**src/common/fcsu_pkg.sv**
```systemverilog
// Constants and types for the flash command and status unit
// How it works
// - Status bits 3,1,0 read zero, writes ignored
// - Bit 7 write-one launches and clears it; sets on buffer transfer
// - Only burst program may queue, and only behind a running burst
// - Complete flag: buffer empty, idle; clears on launch
// - Protected program/erase sets bit 5, dropped
// - Sequence, divider, stop errors set bit 4
// - Access error cleared by writing one only
// - Blank check pass sets bit 2; launch clears
// - Codes 05 blank check, 20 byte program
// - Codes 25 burst, 40 page, 41 mass erase
// - Other codes are illegal, raise access error
// - Blank check pass makes security state 10
package fcsu_pkg;
    localparam logic [4:0] OFS_STATUS  = 5'h00;
    localparam logic [4:0] OFS_COMMAND = 5'h04;
    localparam logic [4:0] OFS_IRQSTAT = 5'h08;
    localparam logic [4:0] OFS_IRQMASK = 5'h0c;
    localparam logic [4:0] OFS_DIVIDER = 5'h10;
    localparam logic [4:0] OFS_ADDRESS = 5'h14;
    localparam logic [4:0] OFS_DATA    = 5'h18;
    localparam logic [4:0] OFS_PROTECT = 5'h1c;
    localparam int BIT_CBEF  = 7;
    localparam int BIT_CCF   = 6;
    localparam int BIT_PVIOL = 5;
    localparam int BIT_ACCER = 4;
    localparam int BIT_BLANK = 2;
    localparam int IRQ_DONE  = 0;
    localparam int IRQ_PVIOL = 1;
    localparam int IRQ_ACCER = 2;
    localparam int PROT_EN   = 8;
    localparam logic [7:0] CMD_BLANK = 8'h05;
    localparam logic [7:0] CMD_BYTE  = 8'h20;
    localparam logic [7:0] CMD_BURST = 8'h25;
    localparam logic [7:0] CMD_PAGE  = 8'h40;
    localparam logic [7:0] CMD_MASS  = 8'h41;
    localparam logic [1:0] SEC_RESET = 2'h3;
    localparam logic [1:0] SEC_OPEN  = 2'h2;
    localparam logic [8:0] PROT_RESET = 9'h000;
    typedef enum logic {FCSU_IDLE, FCSU_RUN} fcsu_state_e;
endpackage : fcsu_pkg

```
**src/design/fcsu_flash_cmd.sv**
```systemverilog
// Command launch, buffering and status flags with a Wishbone slave
`timescale 1ns/100ps
module fcsu_flash_cmd #(
    parameter int ADDR_W = 16
)(
    input  wire logic              clk,
    input  wire logic              rst_n,
    input  wire logic              wb_cyc_i,
    input  wire logic              wb_stb_i,
    input  wire logic              wb_we_i,
    input  wire logic [4:0]        wb_adr_i,
    input  wire logic [3:0]        wb_sel_i,
    input  wire logic [31:0]       wb_dat_i,
    output logic      [31:0]       wb_dat_o,
    output logic                   wb_ack_o,
    input  wire logic              stopMode,
    input  wire logic              arrayDone,
    input  wire logic              arrayBlankOk,
    output logic                   arrayStart,
    output logic      [7:0]        arrayCmd,
    output logic      [ADDR_W-1:0] arrayAddr,
    output logic      [7:0]        arrayData,
    output logic      [1:0]        securityState,
    output logic                   irq
);
    initial
    begin
        if (ADDR_W < 9 || ADDR_W > 24)
            $error("ADDR_W must be 9 to 24");
    end

    fcsu_pkg::fcsu_state_e state;
    logic              cbef;
    logic              ccf;
    logic              pviol;
    logic              accErr;
    logic              blank;
    logic [7:0]        cmdReg;
    logic [ADDR_W-1:0] addrReg;
    logic [7:0]        dataReg;
    logic              cmdLoaded;
    logic              divInit;
    logic [7:0]        divider;
    logic [8:0]        protReg;
    logic [2:0]        irqStat;
    logic [2:0]        irqMask;
    logic              stopS1;
    logic              stopS2;
    logic              stopS3;
    logic              stopLvl;
    logic              stopPrev;

    function automatic logic isLegal(input logic [7:0] c);
        return c == fcsu_pkg::CMD_BLANK || c == fcsu_pkg::CMD_BYTE
            || c == fcsu_pkg::CMD_BURST || c == fcsu_pkg::CMD_PAGE
            || c == fcsu_pkg::CMD_MASS;
    endfunction : isLegal

    function automatic logic modifies(input logic [7:0] c);
        return c != fcsu_pkg::CMD_BLANK;
    endfunction : modifies

    logic wbWr;
    logic wbRd;
    logic launchReq;
    logic busy;
    logic protHit;
    logic seqBad;
    logic launchOk;
    logic launchPv;
    logic launchAe;
    logic stopHit;
    logic transfer;
    logic finish;
    logic [7:0] wrByte;

    // Bus side acts on the first cycle; ack follows one edge later
    assign wbWr = wb_cyc_i && wb_stb_i && !wb_ack_o && wb_we_i;
    assign wbRd = wb_cyc_i && wb_stb_i && !wb_ack_o && !wb_we_i;
    assign wrByte = wb_sel_i[0] ? wb_dat_i[7:0] : 8'h00;
    assign launchReq = wbWr && wb_adr_i == fcsu_pkg::OFS_STATUS
                    && wrByte[fcsu_pkg::BIT_CBEF] && cbef;
    assign busy = state == fcsu_pkg::FCSU_RUN;
    // Protected region runs from the boundary page to the top
    assign protHit = protReg[fcsu_pkg::PROT_EN]
        && (cmdReg == fcsu_pkg::CMD_MASS
            || addrReg[ADDR_W-1 -: 8] >= protReg[7:0]);
    // A burst program in flight only lets a further burst program queue
    assign seqBad = !cmdLoaded
        || (busy && !(cmdReg == fcsu_pkg::CMD_BURST
                      && arrayCmd == fcsu_pkg::CMD_BURST));
    assign launchAe = launchReq && (seqBad || !isLegal(cmdReg)
        || (modifies(cmdReg) && !divInit));
    assign launchPv = launchReq && !launchAe && modifies(cmdReg)
        && protHit;
    assign launchOk = launchReq && !launchAe && !launchPv;
    assign stopHit = stopLvl && !stopPrev && (busy || !cbef);
    assign transfer = !cbef && !stopHit
        && (state == fcsu_pkg::FCSU_IDLE || finish);
    assign finish = busy && arrayDone;

    // Stop request comes from outside the clock domain
    always_ff @(posedge clk or negedge rst_n)
    begin
        if (!rst_n)
        begin
            stopS1   <= 1'b0;
            stopS2   <= 1'b0;
            stopS3   <= 1'b0;
            stopLvl  <= 1'b0;
            stopPrev <= 1'b0;
        end
        else
        begin
            stopS1 <= stopMode;
            stopS2 <= stopS1;
            stopS3 <= stopS2;
            if (stopS2 == stopS3)
                stopLvl <= stopS3;
            stopPrev <= stopLvl;
        end
    end

    always_ff @(posedge clk or negedge rst_n)
    begin
        if (!rst_n)
        begin
            wb_ack_o <= 1'b0;
            wb_dat_o <= 32'h0000_0000;
        end
        else
        begin
            wb_ack_o <= wb_cyc_i && wb_stb_i && !wb_ack_o;
            if (wbRd)
            begin
                unique case (wb_adr_i)
                    fcsu_pkg::OFS_STATUS:
                        wb_dat_o <= {24'h000000, cbef, ccf, pviol,
                                     accErr, 1'b0, blank, 2'b00};
                    fcsu_pkg::OFS_COMMAND:
                        wb_dat_o <= {24'h000000, cmdReg};
                    fcsu_pkg::OFS_IRQSTAT:
                        wb_dat_o <= {29'h0, irqStat};
                    fcsu_pkg::OFS_IRQMASK:
                        wb_dat_o <= {29'h0, irqMask};
                    fcsu_pkg::OFS_DIVIDER:
                        wb_dat_o <= {23'h0, divInit, divider};
                    fcsu_pkg::OFS_ADDRESS:
                        wb_dat_o <= {{(32-ADDR_W){1'b0}}, addrReg};
                    fcsu_pkg::OFS_DATA:
                        wb_dat_o <= {24'h000000, dataReg};
                    fcsu_pkg::OFS_PROTECT:
                        wb_dat_o <= {21'h0, securityState, protReg};
                    default:
                        wb_dat_o <= 32'h0000_0000;
                endcase
            end
        end
    end

    // Command words are only taken while the buffer is free
    always_ff @(posedge clk or negedge rst_n)
    begin
        if (!rst_n)
        begin
            cmdReg    <= 8'h00;
            addrReg   <= '0;
            dataReg   <= 8'h00;
            cmdLoaded <= 1'b0;
            divider   <= 8'h00;
            divInit   <= 1'b0;
            protReg   <= fcsu_pkg::PROT_RESET;
        end
        else
        begin
            if (launchReq)
                cmdLoaded <= 1'b0;
            if (wbWr && cbef && wb_sel_i[0])
            begin
                if (wb_adr_i == fcsu_pkg::OFS_COMMAND)
                begin
                    cmdReg    <= wb_dat_i[7:0];
                    cmdLoaded <= 1'b1;
                end
                if (wb_adr_i == fcsu_pkg::OFS_DATA)
                    dataReg <= wb_dat_i[7:0];
            end
            if (wbWr && cbef && wb_adr_i == fcsu_pkg::OFS_ADDRESS)
                addrReg <= wb_dat_i[ADDR_W-1:0];
            if (wbWr && wb_sel_i[0] && wb_adr_i == fcsu_pkg::OFS_DIVIDER)
            begin
                divider <= wb_dat_i[7:0];
                divInit <= 1'b1;
            end
            if (wbWr && wb_adr_i == fcsu_pkg::OFS_PROTECT)
                protReg <= wb_dat_i[8:0];
        end
    end

    always_ff @(posedge clk or negedge rst_n)
    begin
        if (!rst_n)
            cbef <= 1'b1;
        else if (launchOk)
            cbef <= 1'b0;
        else if (transfer || stopHit)
            cbef <= 1'b1;
    end

    // Array sequencer; a stop abandons the running operation
    always_ff @(posedge clk or negedge rst_n)
    begin
        if (!rst_n)
        begin
            state      <= fcsu_pkg::FCSU_IDLE;
            arrayStart <= 1'b0;
            arrayCmd   <= 8'h00;
            arrayAddr  <= '0;
            arrayData  <= 8'h00;
        end
        else
        begin
            arrayStart <= transfer;
            if (stopHit)
                state <= fcsu_pkg::FCSU_IDLE;
            else if (transfer)
            begin
                state     <= fcsu_pkg::FCSU_RUN;
                arrayCmd  <= cmdReg;
                arrayAddr <= addrReg;
                arrayData <= dataReg;
            end
            else if (finish)
                state <= fcsu_pkg::FCSU_IDLE;
        end
    end

    always_ff @(posedge clk or negedge rst_n)
    begin
        if (!rst_n)
            ccf <= 1'b1;
        else if (launchOk)
            ccf <= 1'b0;
        else
            ccf <= cbef && !busy;
    end

    // Error flags: a set in the same cycle beats the clear
    always_ff @(posedge clk or negedge rst_n)
    begin
        if (!rst_n)
        begin
            pviol  <= 1'b0;
            accErr <= 1'b0;
        end
        else
        begin
            if (launchPv)
                pviol <= 1'b1;
            else if (wbWr && wb_adr_i == fcsu_pkg::OFS_STATUS
                     && wrByte[fcsu_pkg::BIT_PVIOL])
                pviol <= 1'b0;
            if (launchAe || stopHit)
                accErr <= 1'b1;
            else if (wbWr && wb_adr_i == fcsu_pkg::OFS_STATUS
                     && wrByte[fcsu_pkg::BIT_ACCER])
                accErr <= 1'b0;
        end
    end

    // Security only ever opens here; a reset restores the default
    always_ff @(posedge clk or negedge rst_n)
    begin
        if (!rst_n)
        begin
            blank         <= 1'b0;
            securityState <= fcsu_pkg::SEC_RESET;
        end
        else if (launchOk)
            blank <= 1'b0;
        else if (finish && arrayCmd == fcsu_pkg::CMD_BLANK && arrayBlankOk)
        begin
            blank         <= 1'b1;
            securityState <= fcsu_pkg::SEC_OPEN;
        end
    end

    logic [2:0] irqSet;
    logic [2:0] irqClr;
    assign irqSet = {launchAe || stopHit, launchPv, !ccf && cbef && !busy};
    assign irqClr = (wbWr && wb_adr_i == fcsu_pkg::OFS_IRQSTAT)
                  ? wb_dat_i[2:0] : 3'h0;

    always_ff @(posedge clk or negedge rst_n)
    begin
        if (!rst_n)
        begin
            irqStat <= 3'h0;
            irqMask <= 3'h0;
            irq     <= 1'b0;
        end
        else
        begin
            irqStat <= (irqStat & ~irqClr) | irqSet;
            if (wbWr && wb_adr_i == fcsu_pkg::OFS_IRQMASK)
                irqMask <= wb_dat_i[2:0];
            irq <= |(irqStat & irqMask);
        end
    end

    status_zero_a: assert property (@(posedge clk) disable iff (!rst_n)
        wbRd && wb_adr_i == fcsu_pkg::OFS_STATUS |=> wb_dat_o[3] == 1'b0
        && wb_dat_o[1:0] == 2'b00) else $error("reserved bits set");
    launch_clear_a: assert property (@(posedge clk) disable iff (!rst_n)
        launchOk |=> !cbef && !ccf && !blank)
        else $error("launch left flags set");
    queue_burst_a: assert property (@(posedge clk) disable iff (!rst_n)
        launchOk && busy |-> cmdReg == fcsu_pkg::CMD_BURST)
        else $error("non-burst command queued");
    done_flag_a: assert property (@(posedge clk) disable iff (!rst_n)
        cbef && !busy && !launchOk |=> ccf)
        else $error("complete flag missing");
    prot_drop_a: assert property (@(posedge clk) disable iff (!rst_n)
        launchPv |=> pviol && cbef && !arrayStart)
        else $error("protected command ran");
    illegal_err_a: assert property (@(posedge clk) disable iff (!rst_n)
        launchReq && !isLegal(cmdReg) |=> accErr && cbef)
        else $error("illegal code accepted");
    err_hold_a: assert property (@(posedge clk) disable iff (!rst_n)
        accErr && !(wbWr && wrByte[fcsu_pkg::BIT_ACCER]) |=> accErr)
        else $error("access error lost");
    blank_sec_a: assert property (@(posedge clk) disable iff (!rst_n)
        finish && arrayCmd == fcsu_pkg::CMD_BLANK && arrayBlankOk
        |=> blank && securityState == fcsu_pkg::SEC_OPEN)
        else $error("blank pass not recorded");
    stop_abort_a: assert property (@(posedge clk) disable iff (!rst_n)
        stopHit |=> accErr && !busy ##1 ccf)
        else $error("stop did not abort");
endmodule : fcsu_flash_cmd

```
**config.mk**
```make
export PLATFORM = sky130hd
export DESIGN_NAME = fcsu_flash_cmd
export DESIGN_NICKNAME = d
export VERILOG_FILES = /design/src/common/fcsu_pkg.sv /design/src/design/fcsu_flash_cmd.sv
export SDC_FILE = /design/constraint.sdc
export NUM_CORES = 1
export LEC_CHECK = 0
export ABC_CLOCK_PERIOD_IN_PS = 2600
export CORE_UTILIZATION = 45
export CTS_CLUSTER_DIAMETER = 30
export DETAILED_ROUTE_END_ITERATION = 10
export DONT_BUFFER_PORTS = 1
export GPL_ROUTABILITY_DRIVEN = 0
export MAX_ROUTING_LAYER = met4
export PLACE_DENSITY = 0.63
export SYNTH_ARGS = -nofsm -noshare
export SYNTH_HDL_FRONTEND = slang
export SYNTH_SLANG_ARGS = --single-unit
```
**constraint.sdc**
```tcl
create_clock -name clk -period 2.6 [get_ports clk]
set_input_delay 0.39 -clock clk [delete_from_list [all_inputs] [get_ports clk]]
set_output_delay 0.39 -clock clk [all_outputs]
set_load 0.01 [all_outputs]
```
==> results of run 1 <==
==> final timing paths <==
| check | from | slack [ns] | depth (start not counted) | endpoint |
|---|---|---|---|---|
| min in group clk | wb_dat_i[1] | 0.08 | 2 | protReg[1] |
| max in group asynchronous | rst_n | 2.68 | 0 | cbef |
| worst min-delay path | rst_n | -0.34 | 0 | wb_dat_o[10] |
| worst max-delay path | arrayCmd[4] | 0.27 | 5 | irqStat[2] |
| worst min register to register | stopS1 | 0.35 | 0 | stopS2 |
| worst max register to register | arrayCmd[4] | 0.27 | 5 | irqStat[2] |
==> area by class of cell <==
type                            instances  area (sq um)  share of cell area, %
Multi-Input combinational cell        281          2150                   35.2
Inverter                               12          45.0                  0.739
Tap cell                              143           179                   2.93
Timing Repair Buffer                   15           115                   1.89
Clock buffer                           17           425                   6.98
Clock inverter                         15           179                   2.93
Sequential cell                       120          3010                   49.3
==> metal layers <==
layer  vias up  wire (microns)  track usage (%)
li1       1558               -                -
met3        22            1090             8.15
met2       158            5920             33.1
met5         -               0                -
met4         0             240             8.29
met1      1781            5510             29.8
==> cells by family (layout without fill, tap and decap cells) <==
group	after synthesis	after routing	share of synthesized area [%]
buf+inv	48	59	5.15
other cells	2	17	0.140
compound gates	75	75	9.64
mux	78	78	16.8
simple gates	102	102	10.3
flops	120	120	55.9
fa+ha+maj	9	9	2.05
==> cell usage in the layout, fill, tap and decap left out, types with 6 or more instances in the layout <==
master,synthesis,final
a21o_1,6,6
a21oi_1,11,11
a222oi_1,6,6
a22oi_1,8,8
a31oi_1,6,6
buf_4,18,14
clkbuf_16,0,17
conb_1,2,17
dfrtp_1,117,117
ha_1,8,8
inv_1,12,12
mux2_2,65,65
mux2_4,8,8
nand2_1,39,39
nand2b_1,6,6
nor2_1,14,14
o21ai_0,18,18
==> through the flow <==
step	area (sq um)	setup WS [ns]
after CTS	6100	0.265
after floorplan	5430	0.464
final	6100	0.274
after global routing	6100	0.0420
after global placement	5480	0.337
after detailed placement	5480	0.301
==> power groups by stage <==
stage,Sequential [uW],Clock [uW],Combinational (uW)
global placement,2030,0,150
floorplan,2010,0,154
CTS,2000,2440,158
finish,2000,2390,158
global route,2010,2520,179
detailed placement,2030,0,155
==> sequential cells by signal (all words and copies together) (netlist names), 3 cells and up <==
register / cells
addrReg: 16
arrayAddr: 16
arrayCmd: 8
arrayData: 8
cmdReg: 8
dataReg: 8
divider: 8
irqMask: 3
irqStat: 3
protReg: 9
wb_dat_o: 16
==> worst reg2reg max path: stages (launching register included) <==
cell and delay, ns:
dfrtp_1 0.42, or4b_1 0.57, o41ai_1 0.51, o2111ai_1 0.30
a22oi_1 0.32, nand2_1 0.08
==> run_results.csv, run 1 <==
group,metric,value,unit
cts,root_buffer,"clkbuf_16",
floorplanning,core-area,0.0115,sq mm
timing,skew,0.00502,ns
power,ir_drop,640,uV
synthesis,avgSynthCellArea,12.4,sq um
critical_path,worstPathRequired,2.90,ns
layout,drive_above_1_share,28.5,%
cts,cts_sinks,120,
min_path,min_path_type,"input port to asynchronous set/reset pin",
floorplanning,die_y,111,microns
global_route,grt_pass1_wl,20.3,mm
detailed_routing,finalWirelength,12.8,mm
detailed_routing,ant_nets,0,
synthesis,yosysMostFrequentCell,"dfrtp_1",
power,pwr_density_cell,746,mW/mm^2
cts,hold_buffers,1,
synthesis,synth-edff-count,0,
timing,drv_slew,0,
run_status,status,"finished, violations left",
place,dp_cells,570,
power,clockPowerShare,52.6,%
synthesis,synth_area,0.00537,sq mm
critical_path,worstSetupStartpointType,"register",
synthesis,synth_top_area_cell,"dfrtp_1",
global_route,grt_use_total,23.0,%
power,p_leak,0.00296,uW
layout,fin_cells,603,
layout,nNetsFinal,504,
synthesis,ys.warnings.count,0,
cts,cts_max_level,4,
synthesis,yosys-top-cells-area,"dfrtp_1 (54%), mux2_2 (14%), nand2_1 (2.7%), buf_4 (2.5%), mux2_4 (2.2%)",
timing,max_slew.worst_pin.slew,0.544,ns
floorplanning,dieArea,0.0124,sq mm
power,p_sw,1030,uW
critical_path,worst_setup_path_end_kind,"register",
critical_path,critPathKind,"register to register",
detailed_routing,drt-wirelength-per-cell,21.2,microns
critical_path,critPathTopFamily,"compound AO/OA/AOI/OAI gates",
timing,hold_viol_final,120,
detailed_routing,first_pass_iters,9,
synthesis,synthCells,434,
critical_path,crit_fanout,4,
critical_path,cpMaxStageDelayCell,"or4b_1",
global_route,globalRouteOverflowTotal,0,
timing,finalCriticalPeriod,2.33,ns
power,combPwrFrac,3.5,%
layout,area_delta_synth_final,13.5,%
power,power_frac_seq,44.0,%
layout,finish.utilization,52.9,%
layout,n_antenna_cell,0,
power,p_int,3520,uW
critical_path,worstPathBufferInverterCount,0,
critical_path,cp_cell_sequence,"or4b_1 > o41ai_1 > o2111ai_1 > a22oi_1 > nand2_1",
synthesis,yosysUniqueCellTypes,55,
synthesis,synth_flop_cell,"dfrtp_1",
timing,finalHoldWorstSlack,-0.337,ns
floorplanning,rows,39,
synthesis,async_flop_share,100,%
timing,max_freq,0.430,GHz
synthesis,yosysTopAreaCellShare,54.5,%
critical_path,critPathMaxStageDelay,0.57,ns
floorplanning,fp.dieW,111,microns
run,maxCapViolCount,0,
detailed_routing,vias_per_cell,5.84,
detailed_routing,drc,22,
cts,post_cts_resized,0,
synthesis,netlist_top_cells_count,"dfrtp_1 (117), mux2_2 (65), nand2_1 (39), buf_4 (18), o21ai_0 (18)",
timing,setup-tns-final,0,ns
detailed_routing,vias,3519,
timing,slew_headroom,63.4,%
detailed_routing,initialDrtViolationCount,310,
power,total_power,4550,uW
power,swShare,22.7,%
place,port_buffers,0,
layout,nFillCells,991,
timing,setup_viol,0,
global_route,antenna_found_initial,0,
synthesis,seq_area_frac_synth,55.9,%
global_route,grt_max_degree,121,
cts,clk_latency,0.42,ns
place,dp.final_hpwl,8.69,mm
synthesis,synth_seq_cells,120,
cts,postCtsSetupBuffers,0,
cts,clock_path_buffers,2,
run_status,violations,"DRC, hold timing",
timing,rsz0062_at_grt,"no",
global_route,grt_pass1_vias,3500,
floorplanning,initial_core_util,46.7,%
cts,cts_tree,"done",
cts,cts.clk_slew.worst_paths,0.05,ns
floorplanning,ioPinCount,118,
cts,cts_buffers,17,
timing,finalCritPeriodShare,89.4,%
critical_path,crit_arrival,2.63,ns
No activity file was read; power rests on OpenSTA's default activity.
==> inputs of run 2 (changes only) <==
- PLACE_DENSITY: 0.63 -> default
==> run 2 against run 1 <==
Net effect:
- the flow still finishes with violations (DRC, hold timing)
- sequential share of layout area increased by 0.39 points
- clock skew grew 0.0029 ns
- count of clock-buffer cells in the layout rose by 11
- combinational power barely moved
- critical endpoint is now dataReg[5]
==> run_results.csv, run 2 (same netlist as run 1, synthesis figures left out) <==
group,metric,value,unit
critical_path,crit_fanout,8,
floorplanning,core-area,0.0115,sq mm
timing,hold_viol_final,120,
floorplanning,initial_core_util,46.7,%
layout,n_antenna_cell,0,
floorplanning,ioPinCount,118,
detailed_routing,initialDrtViolationCount,346,
floorplanning,die_y,111,microns
critical_path,critPathKind,"register to register",
cts,hold_buffers,1,
layout,reg_top3,"addrReg (16), arrayAddr (16), wb_dat_o (16)",
floorplanning,dieArea,0.0124,sq mm
timing,rsz0062_at_grt,"no",
detailed_routing,finalWirelength,12.6,mm
cts,cts.clk_slew.worst_paths,0.05,ns
critical_path,worstReg2RegEnd,"dataReg[5]",
place,dp_slack,0.331,ns
critical_path,crit_arrival,2.53,ns
critical_path,rrSetupSlack,0.36,ns
detailed_routing,vias_per_cell,5.74,
detailed_routing,ant_nets,0,
critical_path,worst_setup_path_end_kind,"register",
power,pwr_density_cell,712,mW/mm^2
timing,finalCriticalPeriod,2.24,ns
timing,max_freq,0.447,GHz
cts,cts_buffers,17,
run,maxCapViolCount,0,
floorplanning,fp.dieW,111,microns
floorplanning,rows,39,
cts,clk_latency,0.41,ns
critical_path,worstPathRequired,2.89,ns
timing,worst_slack,0.361,ns
global_route,grt_pass1_vias,3459,
detailed_routing,vias,3466,
global_route,globalRouteOverflowTotal,0,
cts,cts_sinks,120,
global_route,grt_use_total,22.4,%
timing,finalHoldWorstSlack,-0.320,ns
cts,cts_max_level,4,
cts,clock_path_buffers,2,
timing,setup-tns-final,0,ns
layout,nFillCells,1043,
place,dp.final_hpwl,8.77,mm
layout,drive_above_1_share,27.1,%
timing,slew_headroom,58.9,%
layout,final_cell_mix,"dfrtp_1 (117), mux2_2 (65), nand2_1 (39)",
layout,nNetsFinal,505,
critical_path,timing.rr.start,"wb_ack_o",
run_status,violations,"DRC, hold timing",
detailed_routing,first_pass_iters,8,
min_path,min_path_type,"input port to asynchronous set/reset pin",
global_route,antenna_found_initial,0,
global_route,grt_max_degree,121,
detailed_routing,drc,16,
place,placed_cell_area,0.00549,sq mm
layout,fin_cells,604,
layout,final_common_cell,"dfrtp_1",
cts,postCtsSetupBuffers,0,
layout,final_area,0.00605,sq mm
power,ir_drop,326,uV
place,port_buffers,0,
timing,finalCritPeriodShare,86.1,%
global_route,grt_pass1_wl,20.0,mm
run_status,status,"finished, violations left",
power,p_leak,0.00294,uW
critical_path,worstSetupStartpointType,"register",
power,total_power,4310,uW
timing,skew,0.00793,ns
place,dp_cells,571,
critical_path,r2r_cells,5,
layout,area_delta_synth_final,12.6,%
timing,max_slew.worst_pin.slew,0.613,ns
cts,cts_tree,"done",
timing,drv_slew,0,
cts,root_buffer,"clkbuf_16",
detailed_routing,drt-wirelength-per-cell,20.9,microns
timing,setup_viol,0,
run 2: how the worst max path moves through the flow:
stage	startpoint	endpoint	cells past startpoint
floorplan	wb_adr_i[2]	cmdReg[0]	6
finish	wb_ack_o	dataReg[5]	5
CTS	arrayCmd[4]	accErr	5
global placement	arrayCmd[4]	irqStat[2]	5
detailed placement	arrayCmd[4]	accErr	5
global route	arrayCmd[4]	accErr	5
run 2: area by class of cell:
type	instances	area, sq um	share of cell area, %
inverters	12	45.0	0.745
clock inverters	4	45.0	0.745
well taps	143	179	2.96
flip-flops and latches	120	3010	49.7
multi-input cells	281	2150	35.6
repair buffers	16	123	2.03
clock buffers	28	497	8.21
run 2: per-layer routing:
metal | up-vias | global-route usage [%] | share of wire, % | wire length, microns
met5 | - | - | 0 | 0
met4 | 0 | 6.94 | 1.2 | 155
met3 | 14 | 7.71 | 8.5 | 1070
met2 | 142 | 33.5 | 47 | 5960
met1 | 1735 | 28.6 | 43 | 5410
li1 | 1575 | - | - | -
run 2: report_power, final:
part | leakage [uW] | total, uW | internal (uW) | switching [uW]
clock network | 0.000266 | 2150 | 1380 | 765
registers | 0.00160 | 2000 | 1940 | 66.0
logic | 0.00107 | 157 | 77.5 | 79.5
run 2: per-stage QoR:
| stage | hold WS (ns) | util [%] |
|---|---|---|
| after floorplan | 0.0944 | - |
| after global placement | 0.0978 | 47.7 |
| after detailed placement | 0.0985 | 47.7 |
| after CTS | -0.342 | 52.5 |
| after global routing | -0.344 | 52.5 |
| final | -0.320 | 52.5 |
run 2: critical path: stages, from the launching register on:
cell,delay [ns]
dfrtp_1,0.42
and4b_1,0.34
and2_0,0.38
and3_1,0.44
buf_4,0.21
mux2_2,0.33
run 2: what timing repair did:
action | in CTS | in global routing
resized for setup | 0 | 1
hold endpoints to repair | 121 | 120
setup endpoints to repair | 0 | 1
==> inputs of run 3 (changes only) <==
- ABC_CLOCK_PERIOD_IN_PS: 2600 -> 2680
- CORE_UTILIZATION: 45 -> 30
- clock period: 2.6 -> 2.68 ns (I/O delays scaled with it)
==> run 3 against run 2 <==
Net effect:
- sequential cell count unchanged
- combinational power is essentially flat
- clock skew up 0.00054 ns
- the flow finishes with violations (hold timing)
- highest routed layer unchanged
- clock power is 5% higher
- count of clock-buffer cells in the layout down 5
==> run_results.csv, run 3 (same netlist as run 1, synthesis figures left out) <==
group,metric,value,unit
global_route,grt_pass1_wl,21.9,mm
critical_path,crit_cells,5,
cts,clock_path_buffers,2,
timing,finalHoldWorstSlack,-0.313,ns
layout,final_common_cell,"dfrtp_1",
power,clockPowerShare,51.7,%
power,p_sw,935,uW
timing,drv_slew,0,
cts,cts_sinks,120,
critical_path,critPathMaxStageDelay,0.59,ns
timing,setup_viol,0,
power,p_leak,0.00293,uW
cts,cts_max_level,4,
cts,clk_latency,0.41,ns
critical_path,critPathTopFamily,"compound AO/OA/AOI/OAI gates",
power,power_frac_seq,44.8,%
run_status,violations,"hold timing",
place,placed_cell_area,0.00556,sq mm
floorplanning,ioPinCount,118,
critical_path,timing.rr.start,"arrayCmd[4]",
critical_path,r2r_cells,5,
timing,finalCritPeriodShare,87.9,%
timing,setup-tns-final,0,ns
cts,hold_buffers,1,
cts,cts_buffers,17,
critical_path,worst_setup_path_end_kind,"register",
timing,max_freq,0.424,GHz
layout,drive_above_1_share,26.5,%
critical_path,worstPathRequired,2.97,ns
layout,area_delta_synth_final,14.2,%
floorplanning,initial_core_util,30.9,%
detailed_routing,drc,0,
global_route,globalRouteOverflowTotal,0,
critical_path,crit_arrival,2.65,ns
layout,nNetsFinal,500,
cts,post_cts_resized,0,
floorplanning,dieArea,0.0185,sq mm
global_route,antenna_found_initial,0,
cts,cts.clk_slew.worst_paths,0.05,ns
layout,reg_top3,"addrReg (16), arrayAddr (16), wb_dat_o (16)",
place,port_buffers,0,
detailed_routing,vias_per_cell,5.15,
power,swShare,21.5,%
critical_path,crit_fanout,4,
power,pwr_density_cell,708,mW/mm^2
critical_path,worstSetupStartpointType,"register",
floorplanning,core-area,0.0174,sq mm
power,p_int,3410,uW
global_route,grt_pass1_vias,3793,
place,dp.final_hpwl,9.61,mm
run_status,status,"finished, violations left",
min_path,min_path_type,"input port to asynchronous set/reset pin",
layout,finish.utilization,35.2,%
power,ir_drop,465,uV
cts,postCtsSetupBuffers,0,
timing,slew_headroom,55.2,%
timing,finalCriticalPeriod,2.36,ns
floorplanning,rows,48,
detailed_routing,finalWirelength,13.7,mm
detailed_routing,initialDrtViolationCount,336,
timing,hold_viol_final,120,
run,maxCapViolCount,0,
critical_path,worstReg2RegEnd,"irqStat[2]",
detailed_routing,vias,3510,
critical_path,rrSetupSlack,0.32,ns
detailed_routing,ant_nets,0,
power,combPwrFrac,3.5,%
timing,max_slew.worst_pin.slew,0.668,ns
timing,skew,0.00847,ns
layout,n_antenna_cell,0,
critical_path,critPathKind,"register to register",
timing,rsz0062_at_grt,"no",
detailed_routing,first_pass_iters,6,
critical_path,worstPathBufferInverterCount,0,
floorplanning,fp.dieW,136,microns
layout,final_area,0.00614,sq mm
floorplanning,die_y,136,microns
layout,final_cell_mix,"dfrtp_1 (117), mux2_2 (65), nand2_1 (39)",
critical_path,cpMaxStageDelayCell,"or4b_1",
cts,cts_tree,"done",
critical_path,cp_cell_sequence,"or4b_1 > o41ai_1 > o2111ai_1 > a22oi_1 > nand2_1",
cts,root_buffer,"clkbuf_16",
detailed_routing,drt-wirelength-per-cell,20.2,microns
global_route,grt_use_total,16.7,%
global_route,grt_max_degree,121,
==> run 3: changes by cell type in the layout (fill, tap and decap cells not counted), moves of 2 or more <==
cell,delta
buf_4,-5
clkbuf_1,-2
bufinv_16,+2
clkbuf_8,-3
clkinvlp_4,+2
==> run 3: worst max path at each step <==
| stage | start | to | slack, ns |
|---|---|---|---|
| floorplan | wb_adr_i[2] | cmdReg[0] | 0.53 |
| global placement | arrayCmd[4] | irqStat[2] | 0.42 |
| detailed placement | arrayCmd[4] | irqStat[2] | 0.36 |
| CTS | arrayCmd[4] | irqStat[2] | 0.33 |
| global route | wb_ack_o | dataReg[1] | 0.22 |
| finish | arrayCmd[4] | irqStat[2] | 0.32 |
==> run 3: power by group through the flow <==
stage	Clock (uW)	Combinational, uW	Sequential [uW]
floorplan	0	149	1950
global placement	0	147	1970
detailed placement	0	152	1970
CTS	2300	155	1940
global route	2380	178	1950
finish	2250	154	1940
==> run 3: layout make-up <==
class / count / area [sq um]
Clock buffer: 23 / 448
Clock inverter: 9 / 125
Fill cell: 1705 / 11300
Inverter: 12 / 45.0
Multi-Input combinational cell: 281 / 2150
Sequential cell: 120 / 3010
Tap cell: 225 / 282
Timing Repair Buffer: 11 / 85.1
==> run 3: through the flow <==
stage	total power [uW]	hold slack, ns	std cells	setup slack [ns]
finish	4340	-0.313	681	0.324
global route	4510	-0.335	681	0.224
CTS	4400	-0.335	681	0.332
detailed placement	2130	0.112	648	0.359
global placement	2120	0.110	648	0.417
floorplan	2100	0.106	449	0.532
==> run 3: routing by layer <==
metal | track usage, % | share of wire (%) | vias up | routed length [microns]
met5 | - | 0 | - | 0
li1 | - | - | 1546 | -
met2 | 25.8 | 48 | 158 | 6560
met4 | 6.43 | 1.7 | 0 | 230
met1 | 19.3 | 41 | 1789 | 5590
met3 | 6.56 | 9.9 | 17 | 1360
